**src/hw/hspll_pkg.sv**
```systemverilog
// package for the line-locked pixel clock control block
// assumes one system clock domain and a decoded serial register port
package hspll_pkg;

  // ==========================================================
  // register map
  localparam logic [7:0] HSPLL_OFS_DIV_UPPER = 8'h01; // divisor bits 11:4
  localparam logic [7:0] HSPLL_OFS_DIV_LOWER = 8'h02; // divisor bits 3:0 in data 7:4
  localparam logic [7:0] HSPLL_OFS_REGION    = 8'h03;
  localparam logic [7:0] HSPLL_OFS_PUMP      = 8'h04;
  localparam logic [7:0] HSPLL_OFS_PHASE     = 8'h05;
  localparam logic [7:0] HSPLL_OFS_POLARITY  = 8'h06;

  // ==========================================================
  // field positions
  localparam int HSPLL_LOWER_POS = 4;  // low divisor nibble inside its register
  localparam int HSPLL_HPOL_POS  = 0;  // sync polarity bit
  localparam int HSPLL_CPOL_POS  = 1;  // freewheel_hold_in polarity bit
  localparam int HSPLL_PHASE_SH  = 11; // phase code to accumulator threshold

  // ==========================================================
  // reset values
  localparam logic [11:0] HSPLL_DIV_RST    = 12'h35F;
  localparam logic [1:0]  HSPLL_REGION_RST = 2'h0;
  localparam logic [2:0]  HSPLL_PUMP_RST   = 3'h2;
  localparam logic [4:0]  HSPLL_PHASE_RST  = 5'h00;
  localparam logic [15:0] HSPLL_STEP_RST   = 16'h2000;
  localparam logic [15:0] HSPLL_STEP_MIN   = 16'h0001;

  // ==========================================================
  // oscillator region lower bounds in MHz
  localparam logic [7:0] HSPLL_REG0_MHZ = 8'h0A; // 10 to 45
  localparam logic [7:0] HSPLL_REG1_MHZ = 8'h2D; // 45 to 90
  localparam logic [7:0] HSPLL_REG2_MHZ = 8'h5A; // 90 to 150
  localparam logic [7:0] HSPLL_REG3_MHZ = 8'h96; // 150 and above

  // ==========================================================
  // pump currents in microamps
  localparam logic [10:0] HSPLL_IP0 = 11'h032; // 50
  localparam logic [10:0] HSPLL_IP1 = 11'h064; // 100
  localparam logic [10:0] HSPLL_IP2 = 11'h096; // 150
  localparam logic [10:0] HSPLL_IP3 = 11'h0FA; // 250
  localparam logic [10:0] HSPLL_IP4 = 11'h15E; // 350
  localparam logic [10:0] HSPLL_IP5 = 11'h1F4; // 500
  localparam logic [10:0] HSPLL_IP6 = 11'h2EE; // 750
  localparam logic [10:0] HSPLL_IP7 = 11'h5DC; // 1500

  // ==========================================================
  // configuration carrier
  typedef struct packed {
    logic [1:0] osc_region_code;
    logic [2:0] pump_code;
    logic [4:0] phase_code;
    logic       freewheel_hold_in_pol;
    logic       sync_pol;
  } hspll_cfg_t;

endpackage

```
**src/hw/hspll_top.sv**
```systemverilog
// line-locked pixel clock control: registers, divider, phase loop, phase shift
// assumes register port strobes are already decoded on CLK_SYS by the serial port
module hspll_top
  import hspll_pkg::*;
(
  input  wire logic        CLK_SYS,
  input  wire logic        RESETN,
  input  wire logic [7:0]  REG_ADDR,
  input  wire logic [7:0]  REG_WDATA,
  input  wire logic        REG_WE,
  output logic      [7:0]  REG_RDATA,
  input  wire logic        HSYNC_IN,
  input  wire logic        FREEWHEEL_HOLD_IN,
  input  wire logic        EXT_CLK_SEL,
  input  wire logic        EXT_PIX_IN,
  output logic             PIX_TICK,
  output logic             SAMPLE_TICK,
  output logic             DIV_TICK,
  output logic             ALIGNED_LINE_SYNC_OUT,
  output logic      [1:0]  OSC_REGION_CODE,
  output logic      [7:0]  OSC_REGION_MIN_MHZ,
  output logic      [10:0] PUMP_UA,
  output logic      [15:0] OSC_STEP
);

  // ==========================================================
  // input synchronisers
  logic [3:0] meta_r;
  logic [3:0] sync_r;
  logic       ext_d_r;

  // two flops per async pin, second stage only read by logic
  always_ff @(posedge CLK_SYS or negedge RESETN) begin
    if (!RESETN) begin
      meta_r  <= 4'h0;
      sync_r  <= 4'h0;
      ext_d_r <= 1'b0;
    end else begin
      meta_r  <= {EXT_PIX_IN, EXT_CLK_SEL, FREEWHEEL_HOLD_IN, HSYNC_IN};
      sync_r  <= meta_r;
      ext_d_r <= sync_r[3];
    end
  end

  // ==========================================================
  // register file
  logic [7:0]  div_upper_r, div_upper_nxt;
  logic [7:0]  div_lower_r, div_lower_nxt;
  logic [11:0] div_r, div_nxt;
  hspll_cfg_t  cfg_r, cfg_nxt;
  logic [7:0]  rdata_r, rdata_nxt;

  // write decode and divisor staging
  always_comb begin
    div_upper_nxt = div_upper_r;
    div_lower_nxt = div_lower_r;
    div_nxt       = div_r;
    cfg_nxt       = cfg_r;
    if (REG_WE) begin
      unique case (REG_ADDR)
        HSPLL_OFS_DIV_UPPER: div_upper_nxt = REG_WDATA;         // staged only
        HSPLL_OFS_DIV_LOWER: begin
          div_lower_nxt = REG_WDATA;
          div_nxt = {div_upper_r, REG_WDATA[HSPLL_LOWER_POS +: 4]};
        end
        HSPLL_OFS_REGION:    cfg_nxt.osc_region_code = REG_WDATA[1:0];
        HSPLL_OFS_PUMP:      cfg_nxt.pump_code = REG_WDATA[2:0];
        HSPLL_OFS_PHASE:     cfg_nxt.phase_code = REG_WDATA[4:0];
        HSPLL_OFS_POLARITY: begin
          cfg_nxt.sync_pol  = REG_WDATA[HSPLL_HPOL_POS];
          cfg_nxt.freewheel_hold_in_pol = REG_WDATA[HSPLL_CPOL_POS];
        end
        default: ;
      endcase
    end
  end

  // read mux, unmapped reads zero
  always_comb begin
    unique case (REG_ADDR)
      HSPLL_OFS_DIV_UPPER: rdata_nxt = div_upper_r;
      HSPLL_OFS_DIV_LOWER: rdata_nxt = div_lower_r;
      HSPLL_OFS_REGION:    rdata_nxt = {6'h00, cfg_r.osc_region_code};
      HSPLL_OFS_PUMP:      rdata_nxt = {5'h00, cfg_r.pump_code};
      HSPLL_OFS_PHASE:     rdata_nxt = {3'h0, cfg_r.phase_code};
      HSPLL_OFS_POLARITY:  rdata_nxt = {6'h00, cfg_r.freewheel_hold_in_pol, cfg_r.sync_pol};
      default:             rdata_nxt = 8'h00;
    endcase
  end

  always_ff @(posedge CLK_SYS or negedge RESETN) begin
    if (!RESETN) begin
      div_upper_r <= HSPLL_DIV_RST[11:4];
      div_lower_r <= {HSPLL_DIV_RST[3:0], 4'h0};
      div_r       <= HSPLL_DIV_RST;
      cfg_r       <= '{HSPLL_REGION_RST, HSPLL_PUMP_RST, HSPLL_PHASE_RST, 1'b0, 1'b0};
      rdata_r     <= 8'h00;
    end else begin
      div_upper_r <= div_upper_nxt;
      div_lower_r <= div_lower_nxt;
      div_r       <= div_nxt;
      cfg_r       <= cfg_nxt;
      rdata_r     <= rdata_nxt;
    end
  end

  // ==========================================================
  // decodes of region and pump code
  logic [10:0] pump_ua;
  logic [7:0]  region_mhz;

  always_comb begin
    unique case (cfg_r.pump_code)
      3'h0: pump_ua = HSPLL_IP0;
      3'h1: pump_ua = HSPLL_IP1;
      3'h2: pump_ua = HSPLL_IP2;
      3'h3: pump_ua = HSPLL_IP3;
      3'h4: pump_ua = HSPLL_IP4;
      3'h5: pump_ua = HSPLL_IP5;
      3'h6: pump_ua = HSPLL_IP6;
      3'h7: pump_ua = HSPLL_IP7;
    endcase
    unique case (cfg_r.osc_region_code)
      2'h0: region_mhz = HSPLL_REG0_MHZ;
      2'h1: region_mhz = HSPLL_REG1_MHZ;
      2'h2: region_mhz = HSPLL_REG2_MHZ;
      2'h3: region_mhz = HSPLL_REG3_MHZ;
    endcase
  end

  // ==========================================================
  // oscillator, divider, phase detector
  logic        hs_act, hs_act_d_r, hs_rise, freewheel_hold_in_act, ext_sel, ext_rise;
  logic [15:0] acc_r, acc_nxt, step_r, step_nxt, thr, d_old;
  logic [16:0] sum_pix, sum_smp;
  logic [11:0] cnt_r, cnt_nxt;
  logic        pix, smp, div_tick, hso_r, hso_nxt;
  logic        pix_r, smp_r, div_r_tick;
  logic [7:0]  ecyc_r, ecyc_nxt, eper_r, eper_nxt;
  logic [13:0] ext_at, ext_nx, ext_goal;

  assign hs_act    = sync_r[0] ^ ~cfg_r.sync_pol;   // pol 0 means active low
  assign freewheel_hold_in_act = sync_r[1] ^ ~cfg_r.freewheel_hold_in_pol;
  assign ext_sel   = sync_r[2];
  assign ext_rise  = sync_r[3] & ~ext_d_r;
  assign hs_rise   = hs_act & ~hs_act_d_r;
  assign thr       = {cfg_r.phase_code, 11'h000};   // 11.25 deg per step
  assign d_old     = acc_r - thr;
  assign sum_pix   = {1'b0, acc_r} + {1'b0, step_r};
  assign sum_smp   = {1'b0, d_old} + {1'b0, step_r};
  assign ext_at    = {1'b0, ecyc_r, 5'h00};                           // elapsed cycles x 32
  assign ext_nx    = ext_at + 14'h0020;
  assign ext_goal  = {6'h00, eper_r} * {9'h000, cfg_r.phase_code}; // period x phase

  // external period measurement, counter saturates while no edge comes
  always_comb begin
    ecyc_nxt = ext_rise ? 8'h00 : ((ecyc_r == 8'hFF) ? 8'hFF : ecyc_r + 8'h01);
    eper_nxt = ext_rise ? ecyc_r + 8'h01 : eper_r;
  end

  // pixel and sampling ticks, internal or external source
  always_comb begin
    if (ext_sel) begin
      pix     = ext_rise;
      acc_nxt = ext_rise ? 16'h0000 : sum_pix[15:0];
      smp     = (cfg_r.phase_code == 5'h00) ? ext_rise : (ext_at < ext_goal && ext_nx >= ext_goal);
    end else begin
      pix     = sum_pix[16];
      acc_nxt = sum_pix[15:0];
      smp     = sum_smp[16]; // threshold crossing delays the sample
    end
  end

  // feedback divider counting divisor plus one pixel ticks
  // wraps at or above the divisor so a lowered divisor never runs off to the top
  always_comb begin
    div_tick = pix && (cnt_r >= div_r);
    cnt_nxt  = cnt_r;
    if (pix) cnt_nxt = div_tick ? 12'h000 : cnt_r + 12'h001;
  end

  // bang-bang frequency correction, gain set by pump current
  always_comb begin
    step_nxt = step_r;
    if (hs_rise && !freewheel_hold_in_act && cnt_r != 12'h000) begin
      if (cnt_r <= {1'b0, div_r[11:1]}) begin
        step_nxt = (step_r > {5'h00, pump_ua} + HSPLL_STEP_MIN) ?
                   step_r - {5'h00, pump_ua} : HSPLL_STEP_MIN;
      end else begin
        step_nxt = (step_r < 16'hFFFF - {5'h00, pump_ua}) ?
                   step_r + {5'h00, pump_ua} : 16'hFFFF;
      end
    end
  end

  // sync output retimed to the shifted sampling tick
  always_comb begin
    hso_nxt = smp ? hs_act : hso_r;
  end

  always_ff @(posedge CLK_SYS or negedge RESETN) begin
    if (!RESETN) begin
      acc_r      <= 16'h0000;
      step_r     <= HSPLL_STEP_RST;
      cnt_r      <= 12'h000;
      hs_act_d_r <= 1'b1; // synced pin reads active after reset, no false edge
      hso_r      <= 1'b0;
      pix_r      <= 1'b0;
      smp_r      <= 1'b0;
      div_r_tick <= 1'b0;
      ecyc_r     <= 8'hFF;
      eper_r     <= 8'h00;
    end else begin
      acc_r      <= acc_nxt;
      step_r     <= step_nxt;
      cnt_r      <= cnt_nxt;
      hs_act_d_r <= hs_act;
      hso_r      <= hso_nxt;
      pix_r      <= pix;
      smp_r      <= smp;
      div_r_tick <= div_tick;
      ecyc_r     <= ecyc_nxt;
      eper_r     <= eper_nxt;
    end
  end

  // ==========================================================
  // outputs
  assign REG_RDATA             = rdata_r;
  assign PIX_TICK              = pix_r;
  assign SAMPLE_TICK           = smp_r;
  assign DIV_TICK              = div_r_tick;
  assign ALIGNED_LINE_SYNC_OUT = hso_r;
  assign OSC_REGION_CODE       = cfg_r.osc_region_code;
  assign OSC_REGION_MIN_MHZ    = region_mhz;
  assign PUMP_UA               = pump_ua;
  assign OSC_STEP              = step_r;

  // ==========================================================
  // checks
  chk_freewheel_hold_in_holds_step: assert property (@(posedge CLK_SYS) disable iff (!RESETN)
    freewheel_hold_in_act |=> $stable(step_r)) else $error("step moved while coasting");
  chk_div_stage_only: assert property (@(posedge CLK_SYS) disable iff (!RESETN)
    (REG_WE && REG_ADDR == HSPLL_OFS_DIV_UPPER) |=> $stable(div_r))
    else $error("divisor changed on upper byte write");
  chk_div_commit: assert property (@(posedge CLK_SYS) disable iff (!RESETN)
    (REG_WE && REG_ADDR == HSPLL_OFS_DIV_LOWER) |=>
    div_r == {$past(div_upper_r), $past(REG_WDATA[7:4])}) else $error("divisor commit wrong");
  chk_div_ratio: assert property (@(posedge CLK_SYS) disable iff (!RESETN)
    div_tick |=> cnt_r == 12'h000 && DIV_TICK && PIX_TICK) else $error("divider wrap wrong");
  chk_region_bits: assert property (@(posedge CLK_SYS) disable iff (!RESETN)
    (REG_WE && REG_ADDR == HSPLL_OFS_REGION) |=> OSC_REGION_CODE == $past(REG_WDATA[1:0]))
    else $error("region code not low two bits");
  chk_pump_map: assert property (@(posedge CLK_SYS) disable iff (!RESETN)
    cfg_r.pump_code == 3'h7 |-> PUMP_UA == HSPLL_IP7) else $error("pump decode wrong");
  chk_region_map: assert property (@(posedge CLK_SYS) disable iff (!RESETN)
    OSC_REGION_CODE == 2'h2 |-> OSC_REGION_MIN_MHZ == HSPLL_REG2_MHZ)
    else $error("region decode wrong");
  chk_sync_aligned: assert property (@(posedge CLK_SYS) disable iff (!RESETN)
    !smp |=> $stable(ALIGNED_LINE_SYNC_OUT)) else $error("sync out moved off sample");
  chk_ext_sample: assert property (@(posedge CLK_SYS) disable iff (!RESETN)
    (ext_sel && cfg_r.phase_code == 5'h00 && ext_rise) |=> SAMPLE_TICK)
    else $error("external sample missing");
  chk_loop_moves: assert property (@(posedge CLK_SYS) disable iff (!RESETN)
    (hs_rise && !freewheel_hold_in_act && cnt_r > {1'b0, div_r[11:1]} && step_r < 16'hF000)
    |=> step_r > $past(step_r)) else $error("loop failed to speed up");
  cov_div_wrap:  cover property (@(posedge CLK_SYS) disable iff (!RESETN) div_tick);
  cov_freewheel_hold_in_hs:  cover property (@(posedge CLK_SYS) disable iff (!RESETN) hs_rise && freewheel_hold_in_act);
  cov_ext_shift: cover property (@(posedge CLK_SYS) disable iff (!RESETN) ext_sel && smp);

endmodule

```
**config.mk**
```make
export PLATFORM = sky130hd
export DESIGN_NAME = hspll_top
export DESIGN_NICKNAME = d
export VERILOG_FILES = /design/src/hw/hspll_pkg.sv /design/src/hw/hspll_top.sv
export SDC_FILE = /design/constraint.sdc
export NUM_CORES = 1
export LEC_CHECK = 0
export ABC_AREA = 1
export ABC_CLOCK_PERIOD_IN_PS = 6000
export BUFFER_PORTS_ARGS = -buffer_cell sky130_fd_sc_hd__buf_2
export CAP_MARGIN = 15
export CORE_MARGIN = 8
export CORE_UTILIZATION = 35
export DETAILED_ROUTE_END_ITERATION = 7
export PLACE_DENSITY = 0.53
export SYNTH_ARGS = -nofsm -noshare
export SYNTH_HDL_FRONTEND = slang
export SYNTH_SLANG_ARGS = --single-unit
```
**constraint.sdc**
```tcl
create_clock -name CLK_SYS -period 6 [get_ports CLK_SYS]
set_input_delay 0.3 -clock CLK_SYS [delete_from_list [all_inputs] [get_ports CLK_SYS]]
set_output_delay 0.3 -clock CLK_SYS [all_outputs]
set_load 0.005 [all_outputs]
```
After elaboration in Yosys (flattened, before gate mapping)
Memories as Yosys holds them, arrays and structs flattened.
Index checks and enable logic that the tools add are counted.
{ "classes": {"addsub": 10, "mul": 1, "div": 0, "n_lt_le_gt_ge": 6, "n_eq_ne": 10, "n_shift": 0, "mux": 13, "n_bitwise": 8, "reduce_logical": 14} }
{ "op_table": {"columns": ["cell", "n"], "rows": [
  ["$mux W16", 5],
  ["$pmux W8 S6", 1],
  ["$add A16 B16 Y17", 2],
  ["$pmux W8 S4", 1],
  ["$eq A8 B3 Y1 const B", 3],
  ["$add A16 B11 Y16", 1],
  ["$eq A8 B2 Y1 const B", 2],
  ["$gt A16 B12 Y1", 1],
  ["$lt A16 B16 Y1", 1],
  ["$mux W8", 2],
  ["$sub A16 B11 Y16", 1],
  ["$sub A16 B16 Y16", 1],
  ["$add A13 B6 Y14 const B", 1],
  ["$ge A14 B13 Y1", 1],
  ["$lt A13 B13 Y1", 1],
  ["$mul A8 B5 Y13", 1],
  ["$sub A1 B12 Y13 const A", 1],
  ["$add A11 B1 Y12 const B", 1],
  ["$add A12 B1 Y12 const B", 1],
  ["$ge A12 B12 Y1", 1],
  ["$le A12 B11 Y1", 1],
  ["$mux W12", 1],
  ["$reduce_and A2 Y1", 6],
  ["$reduce_bool A12 Y1", 1],
  ["other kinds (13)", 24]
]} }
{ "totals": {"reg_bits": 122, "latch_bits": 0, "mem_bits_rw": 0, "romBits": 80, "inputBits": 23, "out_inout_bits": 49, "elab_cells": 85, "n_memories": 1} }
{ "memory_table": {"columns": ["memory", "words", "width", "read_ports", "rd_ports_with_merged_regs", "wr", "line", "rtl"], "rows": [
  ["(name not given)", 8, 10, 1, 0, 0, "hspll_top.sv:113", "unique case (cfg_r.pump_code)"]
]} }

Logic depth before layout (Yosys ltp)
Gate-level depths: netlist of the first run.
{ "logic_depth": {"word_depth": 5, "depth_mapped": 32, "depth_no_buf": 31} }

Least setup slack after synthesis of the first run
Ideal clock, no wire load.
{ "synth_path": {"path_type": "register to register", "start": "register cfg_r[6] (netlist bit)", "end": "register hso_r, in the netlist ALIGNED_LINE_SYNC_OUT", "setup_time_ns": 0.116, "t_arrival_ns": 4.547, "t_required_ns": 5.884, "setup_slack_ns": 1.336, "stages_incl_launch_ff": 27, "synth_period_minus_slack_ns": 4.664, "cell_sequence": "dfrtp_1 clkbuf_1 nand2_1 fa_1 fa_1 fa_1 inv_1 ha_1 nand2_1 a21oi_1 or2_2 a21oi_1 o21ai_0 xor2_1 ha_1 nand2_1 inv_1 nor3_1 nand2_1 nand2_1 nand2_1 nand2_1 nand2_1 a21oi_1 nand2_1 nand3_1 nand2_1"} }
{ "synth_via": {"elab_chain_cells": 5} }
{ "synth_lines": {"columns": ["item", "line", "rtl"], "rows": [
  ["from (decl)", "hspll_top.sv:50", "hspll_cfg_t cfg_r, cfg_nxt;"],
  ["from (signal assigned)", "hspll_top.sv:96", "cfg_r <= '{HSPLL_REGION_RST, HSPLL_PUMP_RST, HSPLL_PHASE_RST, 1'b0, 1'b0};"],
  ["from (signal assigned)", "hspll_top.sv:102", "cfg_r <= cfg_nxt;"],
  ["$mul A8 B5 Y13", "hspll_top.sv:153", "assign ext_goal = {6'h00, eper_r} * {9'h000, cfg_r.phase_code};"],
  ["$ge A14 B13 Y1 / $lt A13 B13 Y1 (equally long branches)", "hspll_top.sv:166", "smp = (cfg_r.phase_code == 5'h00) ? ext_rise : (ext_at < ext_goal && ext_nx >= ext_goal);"],
  ["$logic_and A1 B1 Y1", "hspll_top.sv:166", null],
  ["$mux W1", "hspll_top.sv:166", null],
  ["$mux W1 *", "hspll_top.sv:163", "if (ext_sel) begin"],
  ["to (signal assigned)", "hspll_top.sv:218", "hso_r <= hso_nxt;"],
  ["to (decl)", "hspll_top.sv:137", "logic pix, smp, div_tick, hso_r, hso_nxt;"]
]} }
Mark *: on every way between the ends. The rest lies on a longest branch, timed or not.
A chain may end at the register's enable or synchronous reset.

Worst setup path in the final report of the first run
{ "layout_path": {"start": "register cfg_r[6] (netlist bit)", "end": "register hso_r, in the netlist ALIGNED_LINE_SYNC_OUT"} }
{ "layout_via": {"elab_chain_cells": 5} }
{ "layout_lines": {"columns": ["item", "line"], "rows": [
  ["$mul A8 B5 Y13", "hspll_top.sv:153"],
  ["$ge A14 B13 Y1 / $lt A13 B13 Y1 (equally long branches)", "hspll_top.sv:166"],
  ["$logic_and A1 B1 Y1", "hspll_top.sv:166"],
  ["$mux W1", "hspll_top.sv:166"],
  ["$mux W1 *", "hspll_top.sv:163"],
  ["net smp", "hspll_top.sv:137"]
]} }
Mark *: on every way through the listed nets, which the timed path passes. The rest lies on a longest branch.

==> out/metrics.yaml, run 1 <==
status:
  status: "finished, violations left"
  violations: "hold timing"
cts:
  cts_repair_resize_count: 0
  cts_made_buffers: 17
  clock_tree.htree_level_count: 4
  cts_setup_buffers: 0
  clock_tree.root_cell: "sky130_fd_sc_hd__clkbuf_16"
  cts_tree: "done"
  clock_path_buffers: 2
  clk_pin_slew_ns: 0.06
  sink_count: 118
  latest_clock_arrival_within_the_worst_skew_pair_ns: 0.42
sta:
  slew-limit-headroom: 0.390
  setup_viol: 0
  slew_viol_final: 0
  clock-skew-final_ns: 0.0107
  min_period_ns: 4.99
  finalSetupTns_ns: 0
  grt_setup_unrepaired: "false"
  timing.fmax_ghz: 0.200
  worst_hold_slack_ns: -0.0257
  worstMarginPinSlew_ns: 0.913
  finalCritPeriodShare: 0.832
  timing.final.hold_violations: 8
worst_setup_path:
  cp.arrival_ns: 5.34
  worst_setup_path_start_kind: "flop"
  crit_type: "flop to flop"
  critPathCaptureType: "flop"
  critical-path-max-stage-delay_ns: 0.59
  cpMaxStageDelayCell: "sky130_fd_sc_hd__dfrtp_1"
  critPathRequiredTime_ns: 6.35
  critical_path_most_common_cell: "sky130_fd_sc_hd__nand2_1"
  worst_path_fanout_max: 12
synthesis:
  syn-num-nets: 1442
  seq_area_frac_synth: 0.306
  synthArstFlopShare: 1.00
  share_of_the_synthesized_area_in_compound_gates_ao_oa_aoi_oai: 0.136
  number_of_synthesized_flops_with_an_enable_pin: 0
  yosys_warnings: 0
  ys_ff_latch: 118
  synth_simple_gate_area_frac: 0.223
  muxShareOfSynthArea: 0
  synth-adder-area-share: 0.190
  postSynth.topFlopCell: "sky130_fd_sc_hd__dfrtp_1"
  synth_xor_xnor_area_share: 0.0387
  number_of_distinct_library_cell_variants_in_the_gate_level_netlist_after_synthesis: 52
  largest_family_of_logic_cells_by_synthesized_area: "simple AND/OR/NAND/NOR gates"
  postSynthCellCount: 1284
  synth_area_per_cell_sq_um: 7.59
  syn_area_sq_um: 9740
pwr:
  power.density_nw_per_um2: 399
  irDropWorstVdd_mv: 0.189
  p_leak_uw: 0.00571
  fin_total_pwr_uw: 4380
floorplan:
  pin_count: 72
  initial_core_util: 0.353
  standard_cell_core_area_sq_um: 27600
  fp.dieW_um: 183
  die_area_sq_um: 33400
  die_boundary_height_um: 183
  num_rows: 61
finish:
  finalNetCount: 1507
  drive_gt1_frac: 0.134
  area.growth.synth_to_final_pct: 12.8
  most-common-layout-cells: "305 x sky130_fd_sc_hd__nand2_1, 202 x sky130_fd_sc_hd__inv_1, 113 x sky130_fd_sc_hd__ha_1, 95 x sky130_fd_sc_hd__dfrtp_1, 88 x sky130_fd_sc_hd__nor2_1"
  layout.cells.most_common: "sky130_fd_sc_hd__nand2_1"
worst_hold_path:
  worstHoldPathType: "primary input to asynchronous set/reset pin"
drt:
  detailedRoute.firstPassIterationCount: 7
  drt.antenna.violating_nets: 0
  remaining_drc_errors: 0
  route.detailed.vias_per_inst: 4.78
  detailroute.via_count: 8321
  count_of_routing_violations_after_the_opening_detailed_route_iteration: 505
  mean_routed_wirelength_per_cell_um: 14.3
  totalWireLength_um: 24900
placed_design:
  place.detailed.hpwl_um: 19900
  port-buffer-count: 70
  globalplace.congestion: 0.912
grt:
  gr-total-overflow: 0
  top_usage_layer: "met2"
  grt_first_pass_wirelength_um: 42600
  first_global_vias: 8649
  grt_antenna_before_repair: 0
  use_met1: 0.208
  grt_use_total: 0.155
  groute.layer.met2.usage: 0.251
  maximum_number_of_pins_on_one_net_before_global_route_repair: 65
  grt_util_met3: 0.0245
run:
  timing.max_cap.violations: 0
## path summary, 6_finish.rpt
path,from,endpoint,slack [ns],cells past startpoint
min in group CLK_SYS,REG_WDATA[5],div_upper_r[5]$_DFFE_PN1P_,0.12,3
max reg2reg,cfg_r[6]$_DFFE_PN0P_,ALIGNED_LINE_SYNC_OUT$_DFFE_PN0P_,1.01,26
min reg2reg,meta_r[3]$_DFF_PN0_,sync_r[3]$_DFF_PN0_,0.35,0
min,RESETN,OSC_STEP[2]$_DFFE_PN0P_,-0.03,1
max,cfg_r[6]$_DFFE_PN0P_,ALIGNED_LINE_SYNC_OUT$_DFFE_PN0P_,1.01,26
max in group asynchronous,RESETN,SAMPLE_TICK$_DFF_PN0_,4.78,2
## per-layer routing
metal  part of all wire  routed length, um
met1               0.49              12300
met2               0.45              11200
met3              0.040                994
met4              0.020                495
met5                  0                  0
## synthesized netlist by cell type, types with 5 or more instances
master                     number  area, sq um
sky130_fd_sc_hd__nand2_1      305         1140
sky130_fd_sc_hd__inv_1        202          758
sky130_fd_sc_hd__ha_1         113         1410
sky130_fd_sc_hd__dfrtp_1       95         2380
sky130_fd_sc_hd__nor2_1        88          330
sky130_fd_sc_hd__a21oi_1       82          410
sky130_fd_sc_hd__o21ai_0       72          360
sky130_fd_sc_hd__nand3_1       51          255
sky130_fd_sc_hd__xor2_1        39          342
sky130_fd_sc_hd__dfstp_2       23          604
sky130_fd_sc_hd__fa_1          22          440
sky130_fd_sc_hd__nor3_1        21          105
sky130_fd_sc_hd__o21ai_1       20          100
sky130_fd_sc_hd__nand4_1       15         93.8
sky130_fd_sc_hd__inv_2         13         48.8
sky130_fd_sc_hd__o21ai_2       13          114
sky130_fd_sc_hd__clkbuf_1      12         45.0
sky130_fd_sc_hd__buf_4          7         52.6
sky130_fd_sc_hd__buf_6          7         78.8
sky130_fd_sc_hd__a31oi_1        6         37.5
sky130_fd_sc_hd__o21bai_1       6         45.0
sky130_fd_sc_hd__buf_2          5         25.0
sky130_fd_sc_hd__nor2_4         5         56.3
sky130_fd_sc_hd__o22ai_1        5         31.3
## what timing repair did
| action | in CTS | in global routing |
|---|---|---|
| endpoints found under the setup margin | 0 | 0 |
| hold buffers | 4 | 0 |
| hold endpoints to repair | 4 | 0 |
## registers in the layout (all words and copies together) (netlist names), 2 cells and up
| register | cells |
|---|---|
| OSC_REGION_CODE | 2 |
| OSC_STEP | 16 |
| REG_RDATA | 8 |
| acc_r | 16 |
| cfg_r | 10 |
| cnt_r | 12 |
| div_lower_r | 7 |
| div_r | 9 |
| div_upper_r | 8 |
| ecyc_r | 8 |
| eper_r | 8 |
| meta_r | 4 |
| sync_r | 4 |
## power breakdown
group | switching (uW) | internal, uW | total [uW]
Sequential | 230 | 982 | 1210
Combinational | 1360 | 833 | 2200
Clock | 425 | 546 | 972
Total | 2020 | 2360 | 4380
## metrics by stage
step	util	setup slack (ns)	cell area, sq um	instances
after floorplan	-	1.34	9740	1284
after global placement	0.376	1.09	10400	1704
after detailed placement	0.376	0.992	10400	1704
after CTS	0.398	0.979	11000	1740
after global routing	0.398	0.596	11000	1740
final	0.398	1.01	11000	1741
## cells by family (layout without fill, tap and decap cells)
group | Yosys count | in the layout
other cells | 1 | 2
xor+xnor | 43 | 43
compound gates | 230 | 230
flops | 118 | 118
simple gates | 507 | 507
buf+inv | 250 | 328
fa+ha+maj | 135 | 135
## cell type report
cell class	count	area (sq um)
Tap cell	378	473
Clock buffer	17	425
Sequential cell	118	2980
Fill cell	2961	16600
Clock inverter	15	136
Multi-Input combinational cell	916	5730
Timing Repair Buffer	77	415
Inverter	219	825
Antenna cell	1	2.50
## worst max-delay path, delay by kind of cell, from the launching register on
| kind | cells | cell delay, ns |
|---|---|---|
| simple gates | 15 | 1.42 |
| fa+ha+maj | 5 | 2.22 |
| buf+inv | 1 | 0.04 |
| flops | 1 | 0.59 |
| xor+xnor | 1 | 0.22 |
| compound gates | 4 | 0.45 |
No activity file was read; power rests on OpenSTA's default activity.
==> inputs of run 2 (changes only) <==
--- a/config.mk
+++ b/config.mk
@@ -6,7 +6,7 @@
 export NUM_CORES = 1
 export LEC_CHECK = 0
 export ABC_AREA = 1
-export ABC_CLOCK_PERIOD_IN_PS = 6000
+export ABC_CLOCK_PERIOD_IN_PS = 4800
 export BUFFER_PORTS_ARGS = -buffer_cell sky130_fd_sc_hd__buf_2
 export CAP_MARGIN = 15
 export CORE_MARGIN = 8
==> constraint.sdc (replaced) <==
create_clock -name CLK_SYS -period 4.8 [get_ports CLK_SYS]
set_input_delay 0.24 -clock CLK_SYS [delete_from_list [all_inputs] [get_ports CLK_SYS]]
set_output_delay 0.24 -clock CLK_SYS [all_outputs]
set_load 0.005 [all_outputs]
==> run 2 against run 1 <==
Net effect: maximum frequency increased by 9.5%; critical path depth rose by 4; die area did not move; critical endpoint unchanged; clock skew increased by 0.0061 ns; the run now ends clean.
==> out/metrics.yaml, run 2 (synthesis gave the netlist of run 1 again) <==
worst_setup_path:
  worst_setup_path_start_kind: "flop"  # unchanged
  critPathCaptureType: "flop"  # unchanged
  worst_path_fanout_max: 4  # was 12
  path_buf_inv: 6  # was 1
  critical-path-max-stage-delay_ns: 0.51  # was 0.59 ns
  crit_type: "flop to flop"  # unchanged
  critPathRequiredTime_ns: 5.12  # was 6.35 ns
  cell_family_with_most_cp_delay: "adder cells"  # unchanged
  cpMaxStageDelayCell: "sky130_fd_sc_hd__fa_1"  # was sky130_fd_sc_hd__dfrtp_1
  cp.arrival_ns: 4.87  # was 5.34 ns
  critical_path_most_common_cell: "sky130_fd_sc_hd__nand2_1"  # unchanged
placed_design:
  place.detailed.hpwl_um: 20000  # was 19,900 um
  placed_cells: 1714  # was 1,704
  port-buffer-count: 70  # unchanged
  cell_area_reported_after_detailed_placement_sq_um: 10500  # was 10,400 sq um
  globalplace.congestion: 0.905  # was 0.912
sta:
  slew_viol_final: 0  # unchanged
  grt_setup_unrepaired: "true"  # was false
  timing.final.hold_violations: 0  # was 8
  clock-skew-final_ns: 0.0168  # was 0.0107 ns
  timing.fmax_ghz: 0.219  # was 0.200 GHz
  slew-limit-headroom: 0.361  # was 0.390
  setup_viol: 0  # unchanged
  min_period_ns: 4.56  # was 4.99 ns
  worstMarginPinSlew_ns: 0.957  # was 0.913 ns
  finalCritPeriodShare: 0.949  # was 0.832
grt:
  grt_use_total: 0.156  # was 0.155
  maximum_number_of_pins_on_one_net_before_global_route_repair: 69  # was 65
  gr-total-overflow: 0  # unchanged
  grt_antenna_before_repair: 0  # unchanged
  first_global_vias: 8480  # was 8,649
  grt_first_pass_wirelength_um: 42400  # was 42,600 um
cts:
  clock_tree.root_cell: "sky130_fd_sc_hd__clkbuf_16"  # unchanged
  clock_tree.htree_level_count: 4  # unchanged
  latest_clock_arrival_within_the_worst_skew_pair_ns: 0.42  # about the same
  sink_count: 118  # unchanged
  clk_pin_slew_ns: 0.06  # about the same
  cts_tree: "done"  # unchanged
  cts_made_buffers: 17  # unchanged
  clock_path_buffers: 2  # unchanged
finish:
  antenna-diode-count: 0  # was 1
  fin_util: 0.410  # was 0.398
  area.growth.synth_to_final_pct: 16.2  # was 12.8%
  most-common-layout-cells: "293 x sky130_fd_sc_hd__nand2_1, 193 x sky130_fd_sc_hd__inv_1, 108 x sky130_fd_sc_hd__ha_1, 94 x sky130_fd_sc_hd__dfrtp_1, 88 x sky130_fd_sc_hd__nor2_1"  # was 305 x sky130_fd_sc_hd__nand2_1, 202 x sky130_fd_sc_hd__inv_1, 113 x sky130_fd_sc_hd__ha_1, 95 x sky130_fd_sc_hd__dfrtp_1, 88 x sky130_fd_sc_hd__nor2_1
  layout.cells.most_common: "sky130_fd_sc_hd__nand2_1"  # unchanged
  finalNetCount: 1525  # was 1,507
  final_cell_count_no_fill: 1758  # was 1,741
  layout.cell_area.non_filler_sq_um: 11300  # was 11,000 sq um
  drive_gt1_frac: 0.170  # was 0.134
floorplan:
  die_boundary_height_um: 183  # unchanged
  initial_core_util: 0.353  # unchanged
  standard_cell_core_area_sq_um: 27600  # unchanged
  num_rows: 61  # unchanged
  pin_count: 72  # unchanged
  die_area_sq_um: 33400  # unchanged
  fp.dieW_um: 183  # unchanged
drt:
  remaining_drc_errors: 0  # unchanged
  totalWireLength_um: 25400  # was 24,900 um
  detailedRoute.firstPassIterationCount: 5  # was 7
  drt.antenna.violating_nets: 0  # unchanged
  count_of_routing_violations_after_the_opening_detailed_route_iteration: 495  # was 505
  mean_routed_wirelength_per_cell_um: 14.4  # was 14.3 um
  detailroute.via_count: 8358  # was 8,321
  route.detailed.vias_per_inst: 4.75  # was 4.78
run:
  timing.max_cap.violations: 0  # unchanged
worst_hold_path:
  worstHoldPathType: "primary input to flop"  # was primary input to asynchronous set/reset pin
pwr:
  irDropWorstVdd_mv: 0.213  # was 0.189 mV
  p_leak_uw: 0.00582  # was 0.00571 uW
  power.density_nw_per_um2: 498  # was 399 nW/um^2
status:
  status: "finished clean"  # was finished, violations left
==> run 2: cell types whose count changed in the layout (fill, tap and decap cells not counted), moves of 3 or more <==
| cell | change |
|---|---|
| sky130_fd_sc_hd__a21oi_1 | -4 |
| sky130_fd_sc_hd__a21oi_2 | +3 |
| sky130_fd_sc_hd__buf_4 | +16 |
| sky130_fd_sc_hd__ha_1 | -5 |
| sky130_fd_sc_hd__ha_4 | +5 |
| sky130_fd_sc_hd__inv_1 | -9 |
| sky130_fd_sc_hd__inv_2 | +8 |
| sky130_fd_sc_hd__nand2_1 | -12 |
| sky130_fd_sc_hd__nand2_2 | +12 |
==> run 2: repair_timing <==
item                       4_1_cts  5_1_grt
setup endpoints to repair        0        2
setup buffers                    0        6
gates resized for setup          0       42
hold endpoints to repair        37        0
hold buffers                     5        0
==> run 2: tightest hold or removal path: stages <==
cell,delay [ns]
sky130_fd_sc_hd__buf_2,0.10
sky130_fd_sc_hd__inv_1,0.05
sky130_fd_sc_hd__o21ai_0,0.08
==> run 2: final timing paths <==
kind / start / to / slack (ns) / cells past startpoint
max in group asynchronous: RESETN / meta_r[2]$_DFF_PN0_ / 3.10 / 3
worst min register to register: meta_r[0]$_DFF_PN0_ / sync_r[0]$_DFF_PN0_ / 0.35 / 0
worst max-delay path: cfg_r[6]$_DFFE_PN0P_ / ALIGNED_LINE_SYNC_OUT$_DFFE_PN0P_ / 0.24 / 30
min in group asynchronous: RESETN / OSC_STEP[2]$_DFFE_PN0P_ / 0.48 / 2
worst min-delay path: REG_WDATA[7] / div_r[3]$_DFFE_PN1P_ / 0.06 / 3
worst max register to register: cfg_r[6]$_DFFE_PN0P_ / ALIGNED_LINE_SYNC_OUT$_DFFE_PN0P_ / 0.24 / 30
==> run 2: where the power goes <==
group	total (uW)	internal, uW	switching, uW
clock	1300	786	519
sequential	1500	1230	270
combinational	2830	1090	1740
total	5630	3100	2530
==> run 2: layout make-up <==
class	count	area [sq um]
fillers	2909	16300
clock buffers	17	425
well taps	378	473
inverters	219	827
multi-input cells	916	5880
clock inverters	15	179
flip-flops and latches	118	2980
repair buffers	95	557
==> run 2: per-stage QoR <==
stage / worst slack [ns] / TNS, ns / total power [uW] / hold slack [ns]
floorplan: 0.136 / 0 / 3580 / -0.0556
global placement: 0.0789 / 0 / 4260 / 0.332
detailed placement: 0.0148 / 0 / 4290 / 0.335
CTS: 0.00221 / 0 / 5640 / 0.0474
global route: -0.0485 / -0.0485 / 6180 / 0.0653
finish: 0.243 / 0 / 5630 / 0.0595
==> run 2: routing by layer <==
| metal | up-vias | share of wire | global-route usage | wire length [um] |
|---|---|---|---|---|
| met5 | - | 0 | 0 | 0 |
| met4 | 0 | 0.014 | 0.0462 | 350 |
| met3 | 19 | 0.043 | 0.0241 | 1090 |
| met2 | 154 | 0.45 | 0.254 | 11500 |
| met1 | 3887 | 0.49 | 0.211 | 12500 |
| li1 | 4298 | - | - | - |
==> inputs of run 3 (changes only) <==
--- a/config.mk
+++ b/config.mk
@@ -12,7 +12,7 @@
 export CORE_MARGIN = 8
 export CORE_UTILIZATION = 35
 export DETAILED_ROUTE_END_ITERATION = 7
-export PLACE_DENSITY = 0.53
+export PLACE_DENSITY = 0.5
 export SYNTH_ARGS = -nofsm -noshare
 export SYNTH_HDL_FRONTEND = slang
 export SYNTH_SLANG_ARGS = --single-unit
==> run 3 against run 2 <==
Net effect: final cell count grew 0.28%; core utilization shrank 0.054 points; critical path depth shrank 1; design area shrank 0.13%; largest cell class unchanged; global-route usage is essentially flat; maximum frequency shrank 0.68%; combinational power is essentially flat.
==> out/metrics.yaml, run 3 (synthesis gave the netlist of run 1 again) <==
worst_setup_path:
  critical-path-max-stage-delay_ns: 0.51  # about the same
  path_buf_inv: 7  # was 6
  crit_type: "flop to flop"  # unchanged
  critPathCaptureType: "flop"  # unchanged
  r2r_setup_slk_ns: 0.21  # was 0.24 ns
  worst_setup_path_start_kind: "flop"  # unchanged
  cp.arrival_ns: 4.90  # was 4.87 ns
  critPathRequiredTime_ns: 5.11  # was 5.12 ns
  cpMaxStageDelayCell: "sky130_fd_sc_hd__fa_1"  # unchanged
  number_of_cells_traversed_by_the_worst_register_to_register_path: 29  # was 30
  cell_family_with_most_cp_delay: "adder cells"  # unchanged
  critical_path_most_common_cell: "sky130_fd_sc_hd__nand2_1"  # unchanged
  critical_path.reg2reg.startpoint: "cfg_r[4]$_DFFE_PN0P_"  # was cfg_r[6]$_DFFE_PN0P_
  worstReg2RegEnd: "SAMPLE_TICK$_DFF_PN0_"  # was ALIGNED_LINE_SYNC_OUT$_DFFE_PN0P_
  worst_path_fanout_max: 6  # was 4
placed_design:
  post_placement_setup_slack_ns: 0.0527  # was 0.0148 ns
  globalplace.congestion: 0.875  # was 0.905
  cell_area_reported_after_detailed_placement_sq_um: 10500  # about the same
  place.detailed.hpwl_um: 20000  # about the same
  port-buffer-count: 70  # unchanged
worst_hold_path:
  worstHoldPathCells: 3  # unchanged
  hp-start: "REG_WDATA[5]"  # was REG_WDATA[7]
  hold_path_end: "div_upper_r[5]$_DFFE_PN1P_"  # was div_r[3]$_DFFE_PN1P_
  worstHoldPathType: "primary input to flop"  # unchanged
floorplan:
  standard_cell_core_area_sq_um: 27600  # unchanged
  die_boundary_height_um: 183  # unchanged
  num_rows: 61  # unchanged
  die_area_sq_um: 33400  # unchanged
  pin_count: 72  # unchanged
  fp.dieW_um: 183  # unchanged
  initial_core_util: 0.353  # unchanged
sta:
  setup_viol: 0  # unchanged
  finalSetupTns_ns: 0  # unchanged
  grt_setup_unrepaired: "true"  # unchanged
  min_period_ns: 4.59  # was 4.56 ns
  clock-skew-final_ns: 0.0156  # was 0.0168 ns
  timing.fmax_ghz: 0.218  # was 0.219 GHz
  slew-limit-headroom: 0.390  # was 0.361
  worst_path_setup_slack_after_routing_ns: 0.211  # was 0.243 ns
  slew_viol_final: 0  # unchanged
  finalCritPeriodShare: 0.956  # was 0.949
  timing.final.hold_violations: 0  # unchanged
  worstMarginPinSlew_ns: 0.913  # was 0.957 ns
cts:
  clk_pin_slew_ns: 0.06  # about the same
  clock_tree.root_cell: "sky130_fd_sc_hd__clkbuf_16"  # unchanged
  clock_tree.htree_level_count: 4  # unchanged
  latest_clock_arrival_within_the_worst_skew_pair_ns: 0.41  # was 0.42 ns
  clock_path_buffers: 2  # unchanged
  cts_tree: "done"  # unchanged
  cts_made_buffers: 17  # unchanged
  sink_count: 118  # unchanged
grt:
  maximum_number_of_pins_on_one_net_before_global_route_repair: 69  # unchanged
  grt_use_total: 0.156  # about the same
  gr-total-overflow: 0  # unchanged
  grt_first_pass_wirelength_um: 42200  # was 42,400 um
  grt_antenna_before_repair: 1  # was 0
  first_global_vias: 8184  # was 8,480
pwr:
  irDropWorstVdd_mv: 0.241  # was 0.213 mV
  power.density_nw_per_um2: 493  # was 498 nW/um^2
  p_leak_uw: 0.00582  # about the same
drt:
  amount_of_wire_on_met2_after_detailed_routing_um: 11400  # was 11,500 um
  route.detailed.vias_per_inst: 4.67  # was 4.75
  totalWireLength_um: 25400  # about the same
  dr_wl_met3_um: 989  # was 1090 um
  detailroute.via_count: 8236  # was 8,358
  remaining_drc_errors: 0  # unchanged
  count_of_routing_violations_after_the_opening_detailed_route_iteration: 446  # was 495
  drt.antenna.violating_nets: 0  # unchanged
  wirelength_met1_um: 12700  # was 12,500 um
  mean_routed_wirelength_per_cell_um: 14.4  # about the same
  detailedRoute.firstPassIterationCount: 4  # was 5
  highest-signal-layer: "met5"  # was met4
run:
  timing.max_cap.violations: 0  # unchanged
finish:
  most-common-layout-cells: "295 x sky130_fd_sc_hd__nand2_1, 194 x sky130_fd_sc_hd__inv_1, 109 x sky130_fd_sc_hd__ha_1, 92 x sky130_fd_sc_hd__dfrtp_1, 88 x sky130_fd_sc_hd__nor2_1"  # was 293 x sky130_fd_sc_hd__nand2_1, 193 x sky130_fd_sc_hd__inv_1, 108 x sky130_fd_sc_hd__ha_1, 94 x sky130_fd_sc_hd__dfrtp_1, 88 x sky130_fd_sc_hd__nor2_1
  drive_gt1_frac: 0.173  # was 0.170
  finalNetCount: 1530  # was 1,525
  layout.cells.most_common: "sky130_fd_sc_hd__nand2_1"  # unchanged
  antenna-diode-count: 0  # unchanged
  area.growth.synth_to_final_pct: 16.1  # was 16.2%
  layout.cell_area.non_filler_sq_um: 11300  # about the same
  fin_util: 0.409  # was 0.410
status:
  status: "finished clean"  # unchanged
==> run 3: changes by cell type in the layout (fill, tap and decap cells not counted), sizes merged <==
| cell | before | now |
|---|---|---|
| buf | 90 | 95 |
| bufinv | 2 | 1 |
| clkinv | 5 | 8 |
| clkinvlp | 2 | 3 |
| inv | 225 | 222 |
==> run 3: per-stage QoR <==
stage	hold slack, ns	cells	power [uW]
after floorplan	-0.0556	1284	3580
after global placement	0.331	1716	4280
after detailed placement	0.335	1716	4290
after CTS	0.0485	1753	5580
after global routing	0.0723	1763	6140
final	0.0626	1763	5570
==> run 3: cell type report <==
type                    count  area [sq um]
clock buffers              17           425
clock inverters            15           146
fillers                  2913         16300
inverters                 219           825
multi-input cells         916          5860
flip-flops and latches    118          2990
well taps                 378           473
repair buffers            100           591
==> run 3: worst max path at each step <==
stage,cells past startpoint,start,slack (ns),endpoint
after CTS,29,eper_r[2]$_DFFE_PN0P_,0.04,ALIGNED_LINE_SYNC_OUT$_DFFE_PN0P_
final,29,cfg_r[4]$_DFFE_PN0P_,0.21,SAMPLE_TICK$_DFF_PN0_
after global routing,30,cfg_r[4]$_DFFE_PN0P_,-0.10,ALIGNED_LINE_SYNC_OUT$_DFFE_PN0P_
after floorplan,26,cfg_r[6]$_DFFE_PN0P_,0.14,ALIGNED_LINE_SYNC_OUT$_DFFE_PN0P_
after detailed placement,29,eper_r[2]$_DFFE_PN0P_,0.05,ALIGNED_LINE_SYNC_OUT$_DFFE_PN0P_
after global placement,27,eper_r[2]$_DFFE_PN0P_,0.1,ALIGNED_LINE_SYNC_OUT$_DFFE_PN0P_
==> run 3: per-layer routing <==
metal,global-route usage,vias to the layer above
li1,-,4310
met1,0.215,3800
met2,0.249,108
met3,0.0255,16
met4,0.0416,2
met5,0,-
==> run 3: what timing repair did <==
action | 4_1_cts | 5_1_grt
buffers inserted | 0 | 9
gates resized for setup | 0 | 39
hold buffers | 5 | 0
endpoints found under the hold margin | 53 | 0
setup endpoints to repair | 0 | 2
==> run 3: worst reg2reg max path, delay by kind of cell (launching register included) <==
kind | cells | cell delay, ns
adders and majority gates | 5 | 1.97
and+or+nand+nor | 13 | 1.15
buffers and inverters | 7 | 0.50
DFF | 1 | 0.45
AOI/OAI and AO/OA | 3 | 0.26
xor gates and xnor gates | 1 | 0.17
==> run 3: power by group <==
part	switching, uW	internal, uW	leakage [uW]
Clock	512	725	0.000274
Sequential	270	1230	0.00146
Combinational	1740	1090	0.00408
